==> config.mk <==
export PLATFORM = sky130hd
export DESIGN_NAME = etp_encoder
export DESIGN_NICKNAME = d
export VERILOG_FILES = /design/src/pkg/etp_pkg.sv /design/src/core/etp_skid_buf.sv /design/src/core/etp_tag_track.sv /design/src/core/etp_encoder.sv
export SDC_FILE = /design/constraint.sdc
export NUM_CORES = 1
export LEC_CHECK = 0
export BUFFER_PORTS_ARGS = -buffer_cell sky130_fd_sc_hd__buf_2
export CORE_MARGIN = 2
export CORE_UTILIZATION = 30
export DETAILED_ROUTE_END_ITERATION = 6
export PLACE_DENSITY_LB_ADDON = 0.08
export SLEW_MARGIN = 20
export SYNTH_ARGS = -nofsm -noshare
export SYNTH_HDL_FRONTEND = slang
export SYNTH_SLANG_ARGS = --single-unit
==> constraint.sdc <==
create_clock -name ref_clk_i -period 13.1 [get_ports ref_clk_i]
set_input_delay 3.93 -clock ref_clk_i [delete_from_list [all_inputs] [get_ports ref_clk_i]]
set_output_delay 3.93 -clock ref_clk_i [all_outputs]
set_load 0.05 [all_outputs]
==> src/pkg/etp_pkg.sv <==
// constants, types and helpers for the exception trace packet encoder
// assumes a single clock domain; every user imports nothing and writes etp_pkg::name
// Contract
// each packet starts with header byte, then indicator byte split around type
// word-aligned set: return address bits 1:0 forced zero, never sent
// halfword-aligned set: return address bit 0 forced zero, never sent
// return address compressed against address history entry zero
// sent bits overwrite matching reference bits; unsent bits keep reference
// no context: indicator 01 exception alone, 10 target then exception
// only defined indicator values are ever emitted
// exception type is a five-bit code from the defined table
// type 11000 is never used here; other undefined codes refused too
// 64-bit word form: bytes A[8:2], A[15:9] with bit7 zero, six more bytes
// 64-bit halfword form: A[7:1] bit7 zero, A[15:8], six more bytes
// 32-bit word context form: four address bytes then context byte
// 32-bit halfword context form: A[7:1] first, then same context byte
// context byte top bits flag tags; virtual tag first, each LSB first
// context forms: indicator 01 context+exception, 10 target+context+exception
// omitted context tag equals last one sent; device tracks that value
// context tag tracing off: field omitted
// omitted virtual tag equals last one sent; device tracks that value
// virtual tag tracing off: field omitted
// privilege level is a plain two-bit binary field
// nonsecure flag 0 secure, 1 nonsecure
// wide state flag 0 for 32-bit state, 1 for 64-bit state
// packet bytes leave strictly in order, no interleaving

`default_nettype none

package etp_pkg;

	// ************************************************************
	// byte codes
	// ************************************************************
	localparam logic [7:0] HDR_BYTE = 8'h06;
	localparam logic [7:0] FMT_64_WORD = 8'h9D;
	localparam logic [7:0] FMT_64_HALF = 8'h9E;
	localparam logic [7:0] FMT_32C_WORD = 8'h82;
	localparam logic [7:0] FMT_32C_HALF = 8'h83;
	localparam logic [1:0] IND_EXC_ONLY = 2'h1;
	localparam logic [1:0] IND_TGT_EXC = 2'h2;
	localparam logic [4:0] TYPE_TXN_FAIL = 5'h18;

	// ************************************************************
	// positions, lengths, reset values
	// ************************************************************
	localparam int PKT_MAX = 16;
	localparam logic [4:0] LEN_64 = 5'h0B;
	localparam logic [4:0] LEN_CTX_BASE = 5'h08;
	localparam logic [4:0] LEN_TAG = 5'h04;
	localparam logic [3:0] POS_IND = 4'h1;
	localparam logic [3:0] POS_ADDR0 = 4'h3;
	localparam logic [3:0] POS_CTX = 4'h7;
	localparam logic [63:0] HIST_RST = 64'h0;
	localparam logic [31:0] TAG_RST = 32'h0;

	typedef struct packed {
		logic [4:0] exc_type;
		logic target_first;
		logic halfword_aligned_set;
		logic with_ctx;
		logic nonsecure_flag;
		logic wide_state_flag;
		logic [1:0] privilege_level_field;
		logic [63:0] ret_addr;
		logic [31:0] virtual_context_tag;
		logic [31:0] context_tag;
	} etp_req_t;

	typedef struct packed {
		logic [7:0] data;
		logic last;
	} etp_byte_t;

	// defined exception type codes
	function automatic logic etp_type_legal(input logic [4:0] t);
		logic ok;
		ok = 1'b0;
		unique case (t)
			5'h00, 5'h01, 5'h02, 5'h03, 5'h04, 5'h06, 5'h07: ok = 1'b1;
			5'h0A, 5'h0B, 5'h0C, 5'h0E, 5'h0F: ok = 1'b1;
			5'h10, 5'h11, 5'h12, 5'h13, 5'h14, 5'h15, 5'h16, 5'h17: ok = 1'b1;
			default: ok = 1'b0;
		endcase
		return ok;
	endfunction

endpackage

`default_nettype wire

==> src/core/etp_skid_buf.sv <==
// two-entry buffer between the packet sequencer and the byte sink
// assumes producer and consumer on ref_clk_i; outputs come from flops
`default_nettype none

module etp_skid_buf (
	// clock and reset
	input wire logic ref_clk_i,
	input wire logic reset_i,
	input wire logic ce_i,
	// fill side
	input wire logic in_valid_i,
	input var etp_pkg::etp_byte_t in_data_i,
	output logic in_ready_o,
	// drain side
	output logic out_valid_o,
	output etp_pkg::etp_byte_t out_data_o,
	input wire logic out_ready_i
);

	logic spare_valid_r;
	etp_pkg::etp_byte_t spare_r;

	// in_ready is the inverse of the spare_valid_r flop: it drops only when the spare slot holds a word
	assign in_ready_o = !spare_valid_r;

	always_ff @(posedge ref_clk_i or posedge reset_i) begin
		if (reset_i) begin
			out_valid_o <= 1'b0;
			out_data_o <= '0;
			spare_valid_r <= 1'b0;
			spare_r <= '0;
		end else if (ce_i) begin
			if (!out_valid_o || out_ready_i) begin
				if (spare_valid_r) begin
					out_valid_o <= 1'b1;
					out_data_o <= spare_r;
					spare_valid_r <= 1'b0;
				end else begin
					out_valid_o <= in_valid_i;
					out_data_o <= in_data_i;
				end
			end else if (in_valid_i && !spare_valid_r) begin
				spare_valid_r <= 1'b1;
				spare_r <= in_data_i;
			end
		end
	end

endmodule

`default_nettype wire

==> src/core/etp_tag_track.sv <==
// remembers the last identifier value sent and says whether a new one must go out
// assumes commit_i pulses once per packet that carries the field
`default_nettype none

module etp_tag_track (
	// clock and reset
	input wire logic ref_clk_i,
	input wire logic reset_i,
	input wire logic ce_i,
	// control
	input wire logic trace_en_i,
	input wire logic [31:0] value_i,
	input wire logic commit_i,
	// status
	output logic emit_o,
	output logic [31:0] last_o
);

	logic known_r;

	// with tracing on, the first value after reset is always sent; later only on change
	assign emit_o = trace_en_i && (!known_r || (value_i != last_o));

	always_ff @(posedge ref_clk_i or posedge reset_i) begin
		if (reset_i) begin
			known_r <= 1'b0;
			last_o <= etp_pkg::TAG_RST;
		end else if (ce_i && commit_i && emit_o) begin
			known_r <= 1'b1;
			last_o <= value_i;
		end
	end

endmodule

`default_nettype wire

==> src/core/etp_encoder.sv <==
// exception trace packet encoder: takes one exception request and emits its bytes
// assumes requester and byte sink share ref_clk_i; ce_i low freezes everything
`default_nettype none

module etp_encoder (
	// clock and reset
	input wire logic ref_clk_i,
	input wire logic reset_i,
	input wire logic ce_i,
	// configuration
	input wire logic ctag_trace_en_i,
	input wire logic vtag_trace_en_i,
	// request
	input wire logic req_valid_i,
	input var etp_pkg::etp_req_t req_i,
	output logic req_ready_o,
	output logic reject_o,
	// byte stream
	output logic out_valid_o,
	output etp_pkg::etp_byte_t out_o,
	input wire logic out_ready_i,
	// status
	output logic busy_o,
	output logic [63:0] hist0_o
);

	// ************************************************************
	// state
	// ************************************************************
	typedef enum logic {ST_IDLE, ST_SEND} etp_state_t;

	etp_state_t st_r;
	logic [7:0] pkt_r [etp_pkg::PKT_MAX];
	logic [7:0] pkt_nxt [etp_pkg::PKT_MAX];
	logic [3:0] idx_r;
	logic [4:0] len_r;
	logic [4:0] len_nxt;
	logic [63:0] hist_r;
	logic [63:0] hist_nxt;
	logic [63:0] addr_m;
	logic [1:0] ind;
	logic accept;
	logic legal;
	logic push;
	logic last_push;
	logic buf_ready;
	logic cid_emit;
	logic vid_emit;
	logic [31:0] cid_last;
	logic [31:0] vid_last;
	etp_pkg::etp_byte_t push_byte;

	assign accept = ce_i && req_valid_i && req_ready_o;
	assign legal = etp_pkg::etp_type_legal(req_i.exc_type) &&
		(req_i.exc_type != etp_pkg::TYPE_TXN_FAIL);
	assign push = ce_i && (st_r == ST_SEND) && buf_ready;
	assign last_push = push && ({1'b0, idx_r} == (len_r - 5'h01));
	assign push_byte = {pkt_r[idx_r], ({1'b0, idx_r} == (len_r - 5'h01))};
	assign hist0_o = hist_r;

	// ************************************************************
	// identifier trackers
	// ************************************************************
	// a tag goes out only when tracing is on and it differs from the last sent
	etp_tag_track u_vtag (
		.ref_clk_i(ref_clk_i),
		.reset_i(reset_i),
		.ce_i(ce_i),
		.trace_en_i(vtag_trace_en_i && req_i.with_ctx),
		.value_i(req_i.virtual_context_tag),
		.commit_i(accept && legal),
		.emit_o(vid_emit),
		.last_o(vid_last)
	);

	etp_tag_track u_ctag (
		.ref_clk_i(ref_clk_i),
		.reset_i(reset_i),
		.ce_i(ce_i),
		.trace_en_i(ctag_trace_en_i && req_i.with_ctx),
		.value_i(req_i.context_tag),
		.commit_i(accept && legal),
		.emit_o(cid_emit),
		.last_o(cid_last)
	);

	// ************************************************************
	// packet build
	// ************************************************************
	always_comb begin
		// the set's alignment bits are zero and never travel
		addr_m = req_i.ret_addr;
		if (req_i.halfword_aligned_set) begin
			addr_m[0] = 1'b0;
		end else begin
			addr_m[1:0] = 2'b00;
		end
		// only the two defined indicator codes can be formed
		ind = req_i.target_first ? etp_pkg::IND_TGT_EXC : etp_pkg::IND_EXC_ONLY;
		for (int i = 0; i < etp_pkg::PKT_MAX; i++) begin
			pkt_nxt[i] = 8'h00;
		end
		pkt_nxt[0] = etp_pkg::HDR_BYTE;
		pkt_nxt[1] = {1'b0, ind[1], req_i.exc_type, ind[0]};
		if (req_i.with_ctx) begin
			pkt_nxt[2] = req_i.halfword_aligned_set ? etp_pkg::FMT_32C_HALF :
				etp_pkg::FMT_32C_WORD;
		end else begin
			pkt_nxt[2] = req_i.halfword_aligned_set ? etp_pkg::FMT_64_HALF :
				etp_pkg::FMT_64_WORD;
		end
		if (req_i.halfword_aligned_set) begin
			pkt_nxt[3] = {1'b0, addr_m[7:1]};
			pkt_nxt[4] = addr_m[15:8];
		end else begin
			pkt_nxt[3] = {1'b0, addr_m[8:2]};
			pkt_nxt[4] = {1'b0, addr_m[15:9]};
		end
		pkt_nxt[5] = addr_m[23:16];
		pkt_nxt[6] = addr_m[31:24];
		if (req_i.with_ctx) begin
			// context byte: tag flags, security, width, two zeros, level
			pkt_nxt[7] = {cid_emit, vid_emit, req_i.nonsecure_flag,
				req_i.wide_state_flag, 2'b00, req_i.privilege_level_field};
			for (int i = 0; i < 4; i++) begin
				if (vid_emit) begin
					pkt_nxt[8 + i] = req_i.virtual_context_tag[8 * i +: 8];
				end
				if (cid_emit) begin
					pkt_nxt[(vid_emit ? 12 : 8) + i] = req_i.context_tag[8 * i +: 8];
				end
			end
			len_nxt = etp_pkg::LEN_CTX_BASE + (vid_emit ? etp_pkg::LEN_TAG : 5'h00) +
				(cid_emit ? etp_pkg::LEN_TAG : 5'h00);
		end else begin
			pkt_nxt[7] = addr_m[39:32];
			pkt_nxt[8] = addr_m[47:40];
			pkt_nxt[9] = addr_m[55:48];
			pkt_nxt[10] = addr_m[63:56];
			len_nxt = etp_pkg::LEN_64;
		end
		// the receiver rebuilds the address by overwriting its entry zero
		if (req_i.with_ctx) begin
			hist_nxt = {hist_r[63:32], addr_m[31:0]};
		end else begin
			hist_nxt = addr_m;
		end
	end

	// ************************************************************
	// sequencer
	// ************************************************************
	always_ff @(posedge ref_clk_i or posedge reset_i) begin
		if (reset_i) begin
			st_r <= ST_IDLE;
			req_ready_o <= 1'b1;
			busy_o <= 1'b0;
			idx_r <= 4'h0;
			len_r <= 5'h00;
		end else if (ce_i) begin
			unique case (st_r)
				ST_IDLE: begin
					if (accept && legal) begin
						st_r <= ST_SEND;
						req_ready_o <= 1'b0;
						busy_o <= 1'b1;
						idx_r <= 4'h0;
						len_r <= len_nxt;
					end
				end
				ST_SEND: begin
					// a new request waits until the last byte has been pushed into the output buffer
					if (last_push) begin
						st_r <= ST_IDLE;
						req_ready_o <= 1'b1;
						busy_o <= 1'b0;
					end else if (push) begin
						idx_r <= idx_r + 4'h1;
					end
				end
			endcase
		end
	end

	always_ff @(posedge ref_clk_i or posedge reset_i) begin
		if (reset_i) begin
			for (int i = 0; i < etp_pkg::PKT_MAX; i++) begin
				pkt_r[i] <= 8'h00;
			end
		end else if (accept && legal) begin
			for (int i = 0; i < etp_pkg::PKT_MAX; i++) begin
				pkt_r[i] <= pkt_nxt[i];
			end
		end
	end

	always_ff @(posedge ref_clk_i or posedge reset_i) begin
		if (reset_i) begin
			hist_r <= etp_pkg::HIST_RST;
		end else if (accept && legal) begin
			hist_r <= hist_nxt;
		end
	end

	// illegal types are taken off the request port and dropped, never encoded
	always_ff @(posedge ref_clk_i or posedge reset_i) begin
		if (reset_i) begin
			reject_o <= 1'b0;
		end else if (ce_i) begin
			reject_o <= accept && !legal;
		end
	end

	// ************************************************************
	// output buffer
	// ************************************************************
	// a sink stall fills the buffer and then holds the sequencer on its index
	etp_skid_buf u_buf (
		.ref_clk_i(ref_clk_i),
		.reset_i(reset_i),
		.ce_i(ce_i),
		.in_valid_i(st_r == ST_SEND),
		.in_data_i(push_byte),
		.in_ready_o(buf_ready),
		.out_valid_o(out_valid_o),
		.out_data_o(out_o),
		.out_ready_i(out_ready_i)
	);

	// ************************************************************
	// checks
	// ************************************************************
	property p_hdr_first;
		@(posedge ref_clk_i) disable iff (reset_i)
		push && idx_r == 4'h0 |-> push_byte.data == etp_pkg::HDR_BYTE;
	endproperty
	a_hdr_first: assert property (p_hdr_first) else $error("first byte not header");

	property p_ind_defined;
		@(posedge ref_clk_i) disable iff (reset_i)
		push && idx_r == etp_pkg::POS_IND |->
			!push_byte.data[7] && (push_byte.data[6] != push_byte.data[0]);
	endproperty
	a_ind_defined: assert property (p_ind_defined) else $error("bad indicator byte");

	property p_no_txn_type;
		@(posedge ref_clk_i) disable iff (reset_i)
		accept && req_i.exc_type == etp_pkg::TYPE_TXN_FAIL |=> reject_o && st_r == ST_IDLE;
	endproperty
	a_no_txn_type: assert property (p_no_txn_type) else $error("reserved type encoded");

	property p_word_low;
		@(posedge ref_clk_i) disable iff (reset_i)
		accept && legal && !req_i.halfword_aligned_set |=>
			pkt_r[3] == {1'b0, $past(req_i.ret_addr[8:2])} &&
			pkt_r[4][7] == 1'b0;
	endproperty
	a_word_low: assert property (p_word_low) else $error("word address bytes wrong");

	property p_half_low;
		@(posedge ref_clk_i) disable iff (reset_i)
		accept && legal && req_i.halfword_aligned_set |=>
			pkt_r[3] == {1'b0, $past(req_i.ret_addr[7:1])};
	endproperty
	a_half_low: assert property (p_half_low) else $error("halfword address byte wrong");

	property p_hist_replace;
		@(posedge ref_clk_i) disable iff (reset_i)
		accept && legal && req_i.with_ctx |=>
			hist_r[63:32] == $past(hist_r[63:32]) &&
			hist_r[31:2] == $past(req_i.ret_addr[31:2]);
	endproperty
	a_hist_replace: assert property (p_hist_replace) else $error("history not replaced");

	property p_ctx_zero_bits;
		@(posedge ref_clk_i) disable iff (reset_i)
		accept && legal && req_i.with_ctx |=>
			pkt_r[7][3:2] == 2'b00 && pkt_r[7][4] == $past(req_i.wide_state_flag) &&
			pkt_r[7][5] == $past(req_i.nonsecure_flag);
	endproperty
	a_ctx_zero_bits: assert property (p_ctx_zero_bits) else $error("context byte wrong");

	property p_tag_off;
		@(posedge ref_clk_i) disable iff (reset_i)
		accept && legal && req_i.with_ctx && !ctag_trace_en_i && !vtag_trace_en_i |=>
			len_r == etp_pkg::LEN_CTX_BASE && pkt_r[7][7:6] == 2'b00;
	endproperty
	a_tag_off: assert property (p_tag_off) else $error("disabled tag sent");

	property p_no_interleave;
		@(posedge ref_clk_i) disable iff (reset_i)
		st_r == ST_SEND && !last_push |=> !req_ready_o && st_r == ST_SEND;
	endproperty
	a_no_interleave: assert property (p_no_interleave) else $error("packet interleaved");

	property p_len_64;
		@(posedge ref_clk_i) disable iff (reset_i)
		accept && legal && !req_i.with_ctx |=> len_r == etp_pkg::LEN_64;
	endproperty
	a_len_64: assert property (p_len_64) else $error("64-bit form length wrong");

	// a byte the sink has not taken must stand unchanged, or the stream loses it
	property p_out_hold;
		@(posedge ref_clk_i) disable iff (reset_i)
		out_valid_o && !(ce_i && out_ready_i) |=> out_valid_o && $stable(out_o);
	endproperty
	a_out_hold: assert property (p_out_hold) else $error("stalled byte changed");

	property p_fmt_ctx;
		@(posedge ref_clk_i) disable iff (reset_i)
		accept && legal && req_i.with_ctx |=>
			pkt_r[2] == ($past(req_i.halfword_aligned_set) ? etp_pkg::FMT_32C_HALF :
			etp_pkg::FMT_32C_WORD);
	endproperty
	a_fmt_ctx: assert property (p_fmt_ctx) else $error("context format byte wrong");

	property p_level;
		@(posedge ref_clk_i) disable iff (reset_i)
		accept && legal && req_i.with_ctx |=>
			pkt_r[etp_pkg::POS_CTX][1:0] == $past(req_i.privilege_level_field);
	endproperty
	a_level: assert property (p_level) else $error("privilege level field wrong");

	property p_tag_order;
		@(posedge ref_clk_i) disable iff (reset_i)
		accept && legal && req_i.with_ctx && vid_emit && cid_emit |=>
			pkt_r[8] == $past(req_i.virtual_context_tag[7:0]) &&
			pkt_r[12] == $past(req_i.context_tag[7:0]) &&
			len_r == etp_pkg::LEN_CTX_BASE + etp_pkg::LEN_TAG + etp_pkg::LEN_TAG;
	endproperty
	a_tag_order: assert property (p_tag_order) else $error("tag order wrong");

	property p_addr_high;
		@(posedge ref_clk_i) disable iff (reset_i)
		accept && legal && !req_i.with_ctx |=>
			pkt_r[5] == $past(req_i.ret_addr[23:16]) &&
			pkt_r[10] == $past(req_i.ret_addr[63:56]);
	endproperty
	a_addr_high: assert property (p_addr_high) else $error("upper address bytes wrong");

	property p_ctag_track;
		@(posedge ref_clk_i) disable iff (reset_i)
		accept && legal && req_i.with_ctx && ctag_trace_en_i |=>
			cid_last == $past(req_i.context_tag);
	endproperty
	a_ctag_track: assert property (p_ctag_track) else $error("context tag not tracked");

	property p_vtag_track;
		@(posedge ref_clk_i) disable iff (reset_i)
		accept && legal && req_i.with_ctx && vtag_trace_en_i |=>
			vid_last == $past(req_i.virtual_context_tag);
	endproperty
	a_vtag_track: assert property (p_vtag_track) else $error("virtual tag not tracked");

endmodule

`default_nettype wire

==> results of run 1 <==
[final cells by class]
cell class              instances  area [µm²]  area share
clock buffers                  51        1016     0.06673
clock inverters                 8       71.32    0.004684
inverters                      33       131.4    0.008628
multi-input cells             802        5638      0.3703
flip-flops and latches        259        6484      0.4258
well taps                     539       674.4     0.04429
repair buffers                235        1211     0.07955
[where the power goes]
part / total, W / leakage, nW / switching, W / internal, W
clock: 0.000919 / 0.537 / 0.000365 / 0.000554
sequential: 0.000801 / 3.58 / 0.000000247 / 0.000801
combinational: 0.0000961 / 3.46 / 0.0000677 / 0.0000284
total: 0.00182 / 7.58 / 0.000433 / 0.00138
[logic make-up after synthesis]
family          Yosys count  synth area share
buf+inv                 130           0.04966
other cells               1         0.0002947
simple gates            378            0.1360
mux                     122            0.1241
compound gates          229            0.1291
fa+ha+maj                 4          0.003934
xor+xnor                 68           0.04740
flops                   259            0.5095
[through the flow]
stage                     cell area [µm²]  total power [W]  cells  setup WS (ps)  utilization
after global placement              14130        0.0009135   1868           6134       0.3369
after CTS                           15230         0.001845   1927           6650       0.3630
after detailed placement            14140        0.0009135   1868           6096       0.3371
final                               15230         0.001816   1927           6710       0.3630
after global routing                15230         0.001884   1927           6506       0.3630
after floorplan                     12720        0.0008552   1191           2045            -
[flip-flops by register name (all words and copies together), names as in the netlist]
signal / count
pkt_r: 113
hist0_o: 48
u_ctag.last_o: 32
u_vtag.last_o: 32
u_buf.out_data_o: 9
u_buf.spare_r: 9
idx_r: 4
len_r: 4
busy_o: 1
reject_o: 1
req_ready_o: 1
st_r: 1
u_buf.out_valid_o: 1
u_buf.spare_valid_r: 1
u_ctag.known_r: 1
u_vtag.known_r: 1
[Yosys cell counts (3+ instances only)]
cell type and n:
a21o_1 13, o21ai_0 56, nand3_1 40, nand4_1 13, a22o_1 19, a32o_1 3, o21a_1 3, nor2_1 36
o21ai_2 30, mux4_2 22, mux2_2 66, buf_1 15, nand2_1 208, inv_1 33, a21oi_1 27, nor2b_1 7
nor4_1 12, a22oi_1 20, a311o_1 11, a221oi_1 5, dfrtp_1 258, o211ai_1 16, xor2_1 32, o21bai_1 3
a31oi_1 6, clkbuf_1 43, nand2b_1 8, xnor2_1 35, nor3_1 11, buf_8 4, and3_1 29, buf_4 17
o221ai_1 3, ha_1 4, buf_2 16, mux2i_1 34, a31o_2 4
[worst max path at each step]
stage | startpoint | endpoint | depth (start not counted)
6_report | req_i[137] | pkt_r[44] | 9
5_1_grt | req_i[137] | pkt_r[40] | 9
4_1_cts | req_i[137] | pkt_r[44] | 9
3_5_place_dp | req_i[137] | pkt_r[40] | 9
3_3_place_gp | req_i[139] | hist0_o[62] | 8
2_1_floorplan | reset_i | busy_o | 1
[critical path, delay by kind of cell]
family	cells	cell delay, ps
AO/OA/AOI/OAI	4	1270
buffers and inverters	3	1140
AND/OR/NAND/NOR	2	390
[per-layer routing]
| layer | part of all wire | routed length (µm) |
|---|---|---|
| met2 | 0.49 | 21360 |
| met1 | 0.45 | 19850 |
| met3 | 0.043 | 1889 |
| met5 | 0 | 0 |
| met4 | 0.014 | 608 |
==> summary.md, run 1 <==
- finished clean — run status
- 0 — Yosys Warn Count
- dfrtp_1 (51%), nand2_1 (6.1%), mux2_2 (5.8%), mux4_2 (3.9%), mux2i_1 (2.7%) — top cells by area, synth
- 1058 ps — Tightest Pin Transition
- dfrtp_1 (257), buf_2 (221), nand2_1 (207) — commonest cells after routing, fill and taps aside
- pkt_r[50] — reg-to-reg endpoint
- 209.9 µm — die width
- 119.3 nW/µm² — Pwr per Cell Area
- 31030 µm — HPWL after detailed placement
- 0 ps — post-route setup TNS
- 0.2944 — tightest slew margin relative to the limit
- 2 — H-tree depth
- 6390 ps — time the final worst path needs with I/O delays and setup
- 3 — Clock Path Buffers
- 0 — number of DRC violations after detailed routing
- 0.3313 — global routing met2 resource utilization
- 0 — number of hold-slack violations in the final timing report
- 221 — I/O Buffers
- 0.3055 — fraction of final layout cells with drive strength greater than 1
- 9820 ps — worst setup slack for register-to-register paths
- dfrtp_1 — top_reg_cell synth
- 0 — initial antenna violation count
- 0 — fin. max-slew vios
- 34 — Inserted Clock Buffers
- 60 — Unique masters post-synth
- 0.8093 — gp weighted congestion
- dfrtp_1 — most frequent standard cell in the layout excluding fill and tap cells
- buf_4 — Critical-path top delay cell
- 0.03084 — met3 capacity usage during global routing
- buf_2 -> o21bai_1 -> a21oi_1 -> nand4_1 -> buf_4 -> nor2_4 -> buf_4 -> a22o_1 -> a311o_1 — cell breakdown of the critical path
- 620 ps — longest individual stage delay on the worst path
- 22.68 µm — mean routed wirelength per cell
- 156.5 MHz — Max Fclk
- no — unrepaired setup endpoints after global routing
- 0 — number of flops mapped to enable cells by yosys
- 12720 µm² — Mapped Area
- 19.67% — Area Growth Syn to Fin
- 0.5074 — area share of the leading cell type in the synthesized netlist
- 259 — TritonCTS sink count
- reg2reg — Tightest Hold Check Type
- 50 ps — clock transition time at the flip-flop clock pins of the worst setup and hold paths
- 0.3033 — starting density of the core
- 0 — Overflow after GRT
- 75 — cell row count
- 0.1986 — GRT Resource Usage Total
- 1516 — Net count, final
- built — CTS tree
- met2 — busiest layer in global routing
- dfrtp_1 — post-synthesis cell type with the largest combined area
- 6790 ps — worst path arrival time
- buf_4 — CP most frequent cell
- flop — critical path capture point type
- 65380 µm — wire length of the first global-routing pass
- 64 — largest fanout of any net on the critical path
- 0 — post-detailed-route count of antenna-violating nets
- 90 — pin count of the biggest net entering global routing
- 9925 — number of global-route vias before repair
- 582 — First DRT Iteration DRCs
- 13500 ps — required time of the worst setup path
- 5 — DR pass1 iterations
- clkbuf_16 — Clk Tree Root Cell
- req_ready_o — launching point of the worst reg2reg path
- 224 — IO Count
- 0 — Max Cap Violations
- 44070 µm² — Die Outline Area
- input pin — Critical Path Start Type
- in2reg — category of the most critical setup path
- 0.2730 — GRT met1 Usage
- 43700 µm — drt total wl
- 2 — number of cells on the worst hold path
- 0 — hold buffers post-CTS
- 41950 µm² — Std-Cell Core Area
- 0 — number of endpoints failing setup at the final stage
- pkt_r[95] — min-delay src
- 1.000 — fraction of registers with async set/reset
- 0.00006768 V — maximum vdd drop
- 209.9 µm — die outline height
- 7.580 nW — Leakage
- 6 — number of cells on the worst reg-to-reg path
- 0 — # diodes
- 1342 — Post-Syn Nets
- pkt_r[95] — Hold Crit Endpoint
- 0.4878 — fin crit share
- 29.96 ps — Max Clock Skew
- 9764 — DR vias
- 10.68 µm² — post-synthesis area per instance
- 5.067 — drt via density
- 0 — Resized Gates After CTS
- 540 ps — Clk Latency, worst-skew pair
- 0.5095 — part of the Yosys area used for sequential elements
- 259 — post-synthesis register bit count
- 4277 — fillers
- 1191 — cell count after synthesis
- 0 — total setup buffers inserted after CTS
- 464.9 ps — worst hold margin
No activity file was read; power rests on OpenSTA's default activity.
==> run 2, diff against run 1 <==
==> constraint.sdc (replaced) <==
create_clock -name ref_clk_i -period 5.7 [get_ports ref_clk_i]
set_input_delay 1.71 -clock ref_clk_i [delete_from_list [all_inputs] [get_ports ref_clk_i]]
set_output_delay 1.71 -clock ref_clk_i [all_outputs]
set_load 0.05 [all_outputs]
==> run 2 against run 1 <==
- worst hold slack lost 6.7 ps
- die area stayed put
- sequential cell count unchanged
- cell area up 0.56%
- core utilization up 0.20 points
- wire length is 1.3% lower
- combinational power up 130%
- critical endpoint is now pkt_r[60]
- largest power group unchanged
==> summary.md, run 2 (same netlist as run 1, synthesis figures left out) <==
- 7.622 nW — Leakage
- 698 — First DRT Iteration DRCs
- buf_4 — Critical-path top delay cell
- 20.34% — Area Growth Syn to Fin
- 17.11 ps — Max Clock Skew
- 259 — TritonCTS sink count
- 0 — post-detailed-route count of antenna-violating nets
- 22.25 µm — mean routed wirelength per cell
- in2reg — category of the most critical setup path
- 64440 µm — wire length of the first global-routing pass
- 0.0001525 V — maximum vdd drop
- 75 — cell row count
- 3979 ps — time the final worst path needs with I/O delays and setup
- 0.1961 — GRT Resource Usage Total
- 1876 — total instance count after detailed placement
- 720 ps — longest individual stage delay on the worst path
- 5 — DR pass1 iterations
- 34 — Inserted Clock Buffers
- 1938 — non-filler cells, final
- pkt_r — Reg with most FFs
- 0.3234 — global routing met2 resource utilization
- 43120 µm — drt total wl
- 0.04052 — met3 capacity usage during global routing
- 31250 µm — HPWL after detailed placement
- 0 — Resized Gates After CTS
- 44070 µm² — Die Outline Area
- 224 — IO Count
- 0.3816 — tightest slew margin relative to the limit
- 4410 ps — worst path arrival time
- 0.6980 — fin crit share
- 0.3040 — fraction of final layout cells with drive strength greater than 1
- 925.4 ps — Tightest Pin Transition
- 100 — pin count of the biggest net entering global routing
- 9823 — DR vias
- input pin — Critical Path Start Type
- 68 — largest fanout of any net on the critical path
- 1524 — Net count, final
- 0 — Overflow after GRT
- 0 — Max Cap Violations
- 209.9 µm — die outline height
- 60 ps — clock transition time at the flip-flop clock pins of the worst setup and hold paths
- 0 — hold buffers post-CTS
- 0 — number of DRC violations after detailed routing
- 0.8085 — gp weighted congestion
- 5.069 — drt via density
- met2 — busiest layer in global routing
- 0.3650 — final cell utilization of the core
- finished clean — run status
- 2760 ps — worst setup slack for register-to-register paths
- 221 — I/O Buffers
- no — unrepaired setup endpoints after global routing
- 3 — Critical path buffers and inverters
- flop — critical path capture point type
- 540 ps — Clk Latency, worst-skew pair
- 251.3 MHz — Max Fclk
- built — CTS tree
- 2 — H-tree depth
- dfrtp_1 — most frequent standard cell in the layout excluding fill and tap cells
- 273.4 nW/µm² — Pwr per Cell Area
- buf_2 -> o21bai_1 -> a21oi_1 -> nand4_1 -> buf_4 -> buf_4 -> a22oi_1 -> o221ai_1 — cell breakdown of the critical path
- 0 — total setup buffers inserted after CTS
- reg2reg — Tightest Hold Check Type
- dfrtp_1 (257), buf_2 (221), nand2_1 (208) — commonest cells after routing, fill and taps aside
- 0 ps — post-route setup TNS
- 41950 µm² — Std-Cell Core Area
- 0 — number of endpoints failing setup at the final stage
- 209.9 µm — die width
- 0.2629 — GRT met1 Usage
- 0 — number of hold-slack violations in the final timing report
- 1 — initial antenna violation count
- 0 — fin. max-slew vios
- 113 — number of flip-flops in the largest register
- buffers and inverters — cell type group with the largest total delay on the critical path
- 6130 ps — required time of the worst setup path
- 3 — Clock Path Buffers
- buf_4 — CP most frequent cell
- clkbuf_16 — Clk Tree Root Cell
- 0.3033 — starting density of the core
- 9882 — number of global-route vias before repair
[run 2: cell count changes in the layout (fill, tap and decap cells not counted), sizes merged]
cell    change
diode       +1
inv         -2
clkinv      -1
buf         +8
clkbuf      +5
[run 2: path summary, 6_finish.rpt]
path	from	endpoint	cells after the start
min in group asynchronous	reset_i	pkt_r[1]	2
min	u_vtag.known_r	u_vtag.known_r	1
max reg2reg	u_ctag.last_o[14]	pkt_r[31]	6
max in group asynchronous	reset_i	pkt_r[100]	3
min reg2reg	u_vtag.known_r	u_vtag.known_r	1
max	req_i[137]	pkt_r[60]	8
[run 2: stage by stage]
stage	area (µm²)	hold WS (ps)	total power [W]	worst slack, ps
floorplan	12730	425.3	0.001966	577.2
global placement	14210	442.6	0.002103	1156
detailed placement	14210	448.8	0.002101	1135
CTS	15310	464.8	0.004258	1681
global route	15310	487.9	0.004352	1521
finish	15310	458.2	0.004187	1721
[run 2: per-layer routing]
layer,part of all wire,up-vias
li1,-,4569
met1,0.44,4955
met2,0.48,246
met3,0.053,51
met4,0.020,2
met5,0.00030,-
[run 2: final cells by class]
class | instances | area, µm²
well taps | 539 | 674.4
diodes | 1 | 2.502
fillers | 4230 | 26640
repair buffers | 243 | 1296
multi-input cells | 802 | 5629
clock inverters | 5 | 50.05
inverters | 33 | 127.6
clock buffers | 56 | 1047
flip-flops and latches | 259 | 6484
[run 2: power by group]
group          switching (W)  total [W]  internal [W]
sequential       0.000000546    0.00184       0.00184
combinational       0.000154   0.000222     0.0000677
clock               0.000827    0.00212       0.00130
total               0.000982    0.00419       0.00320
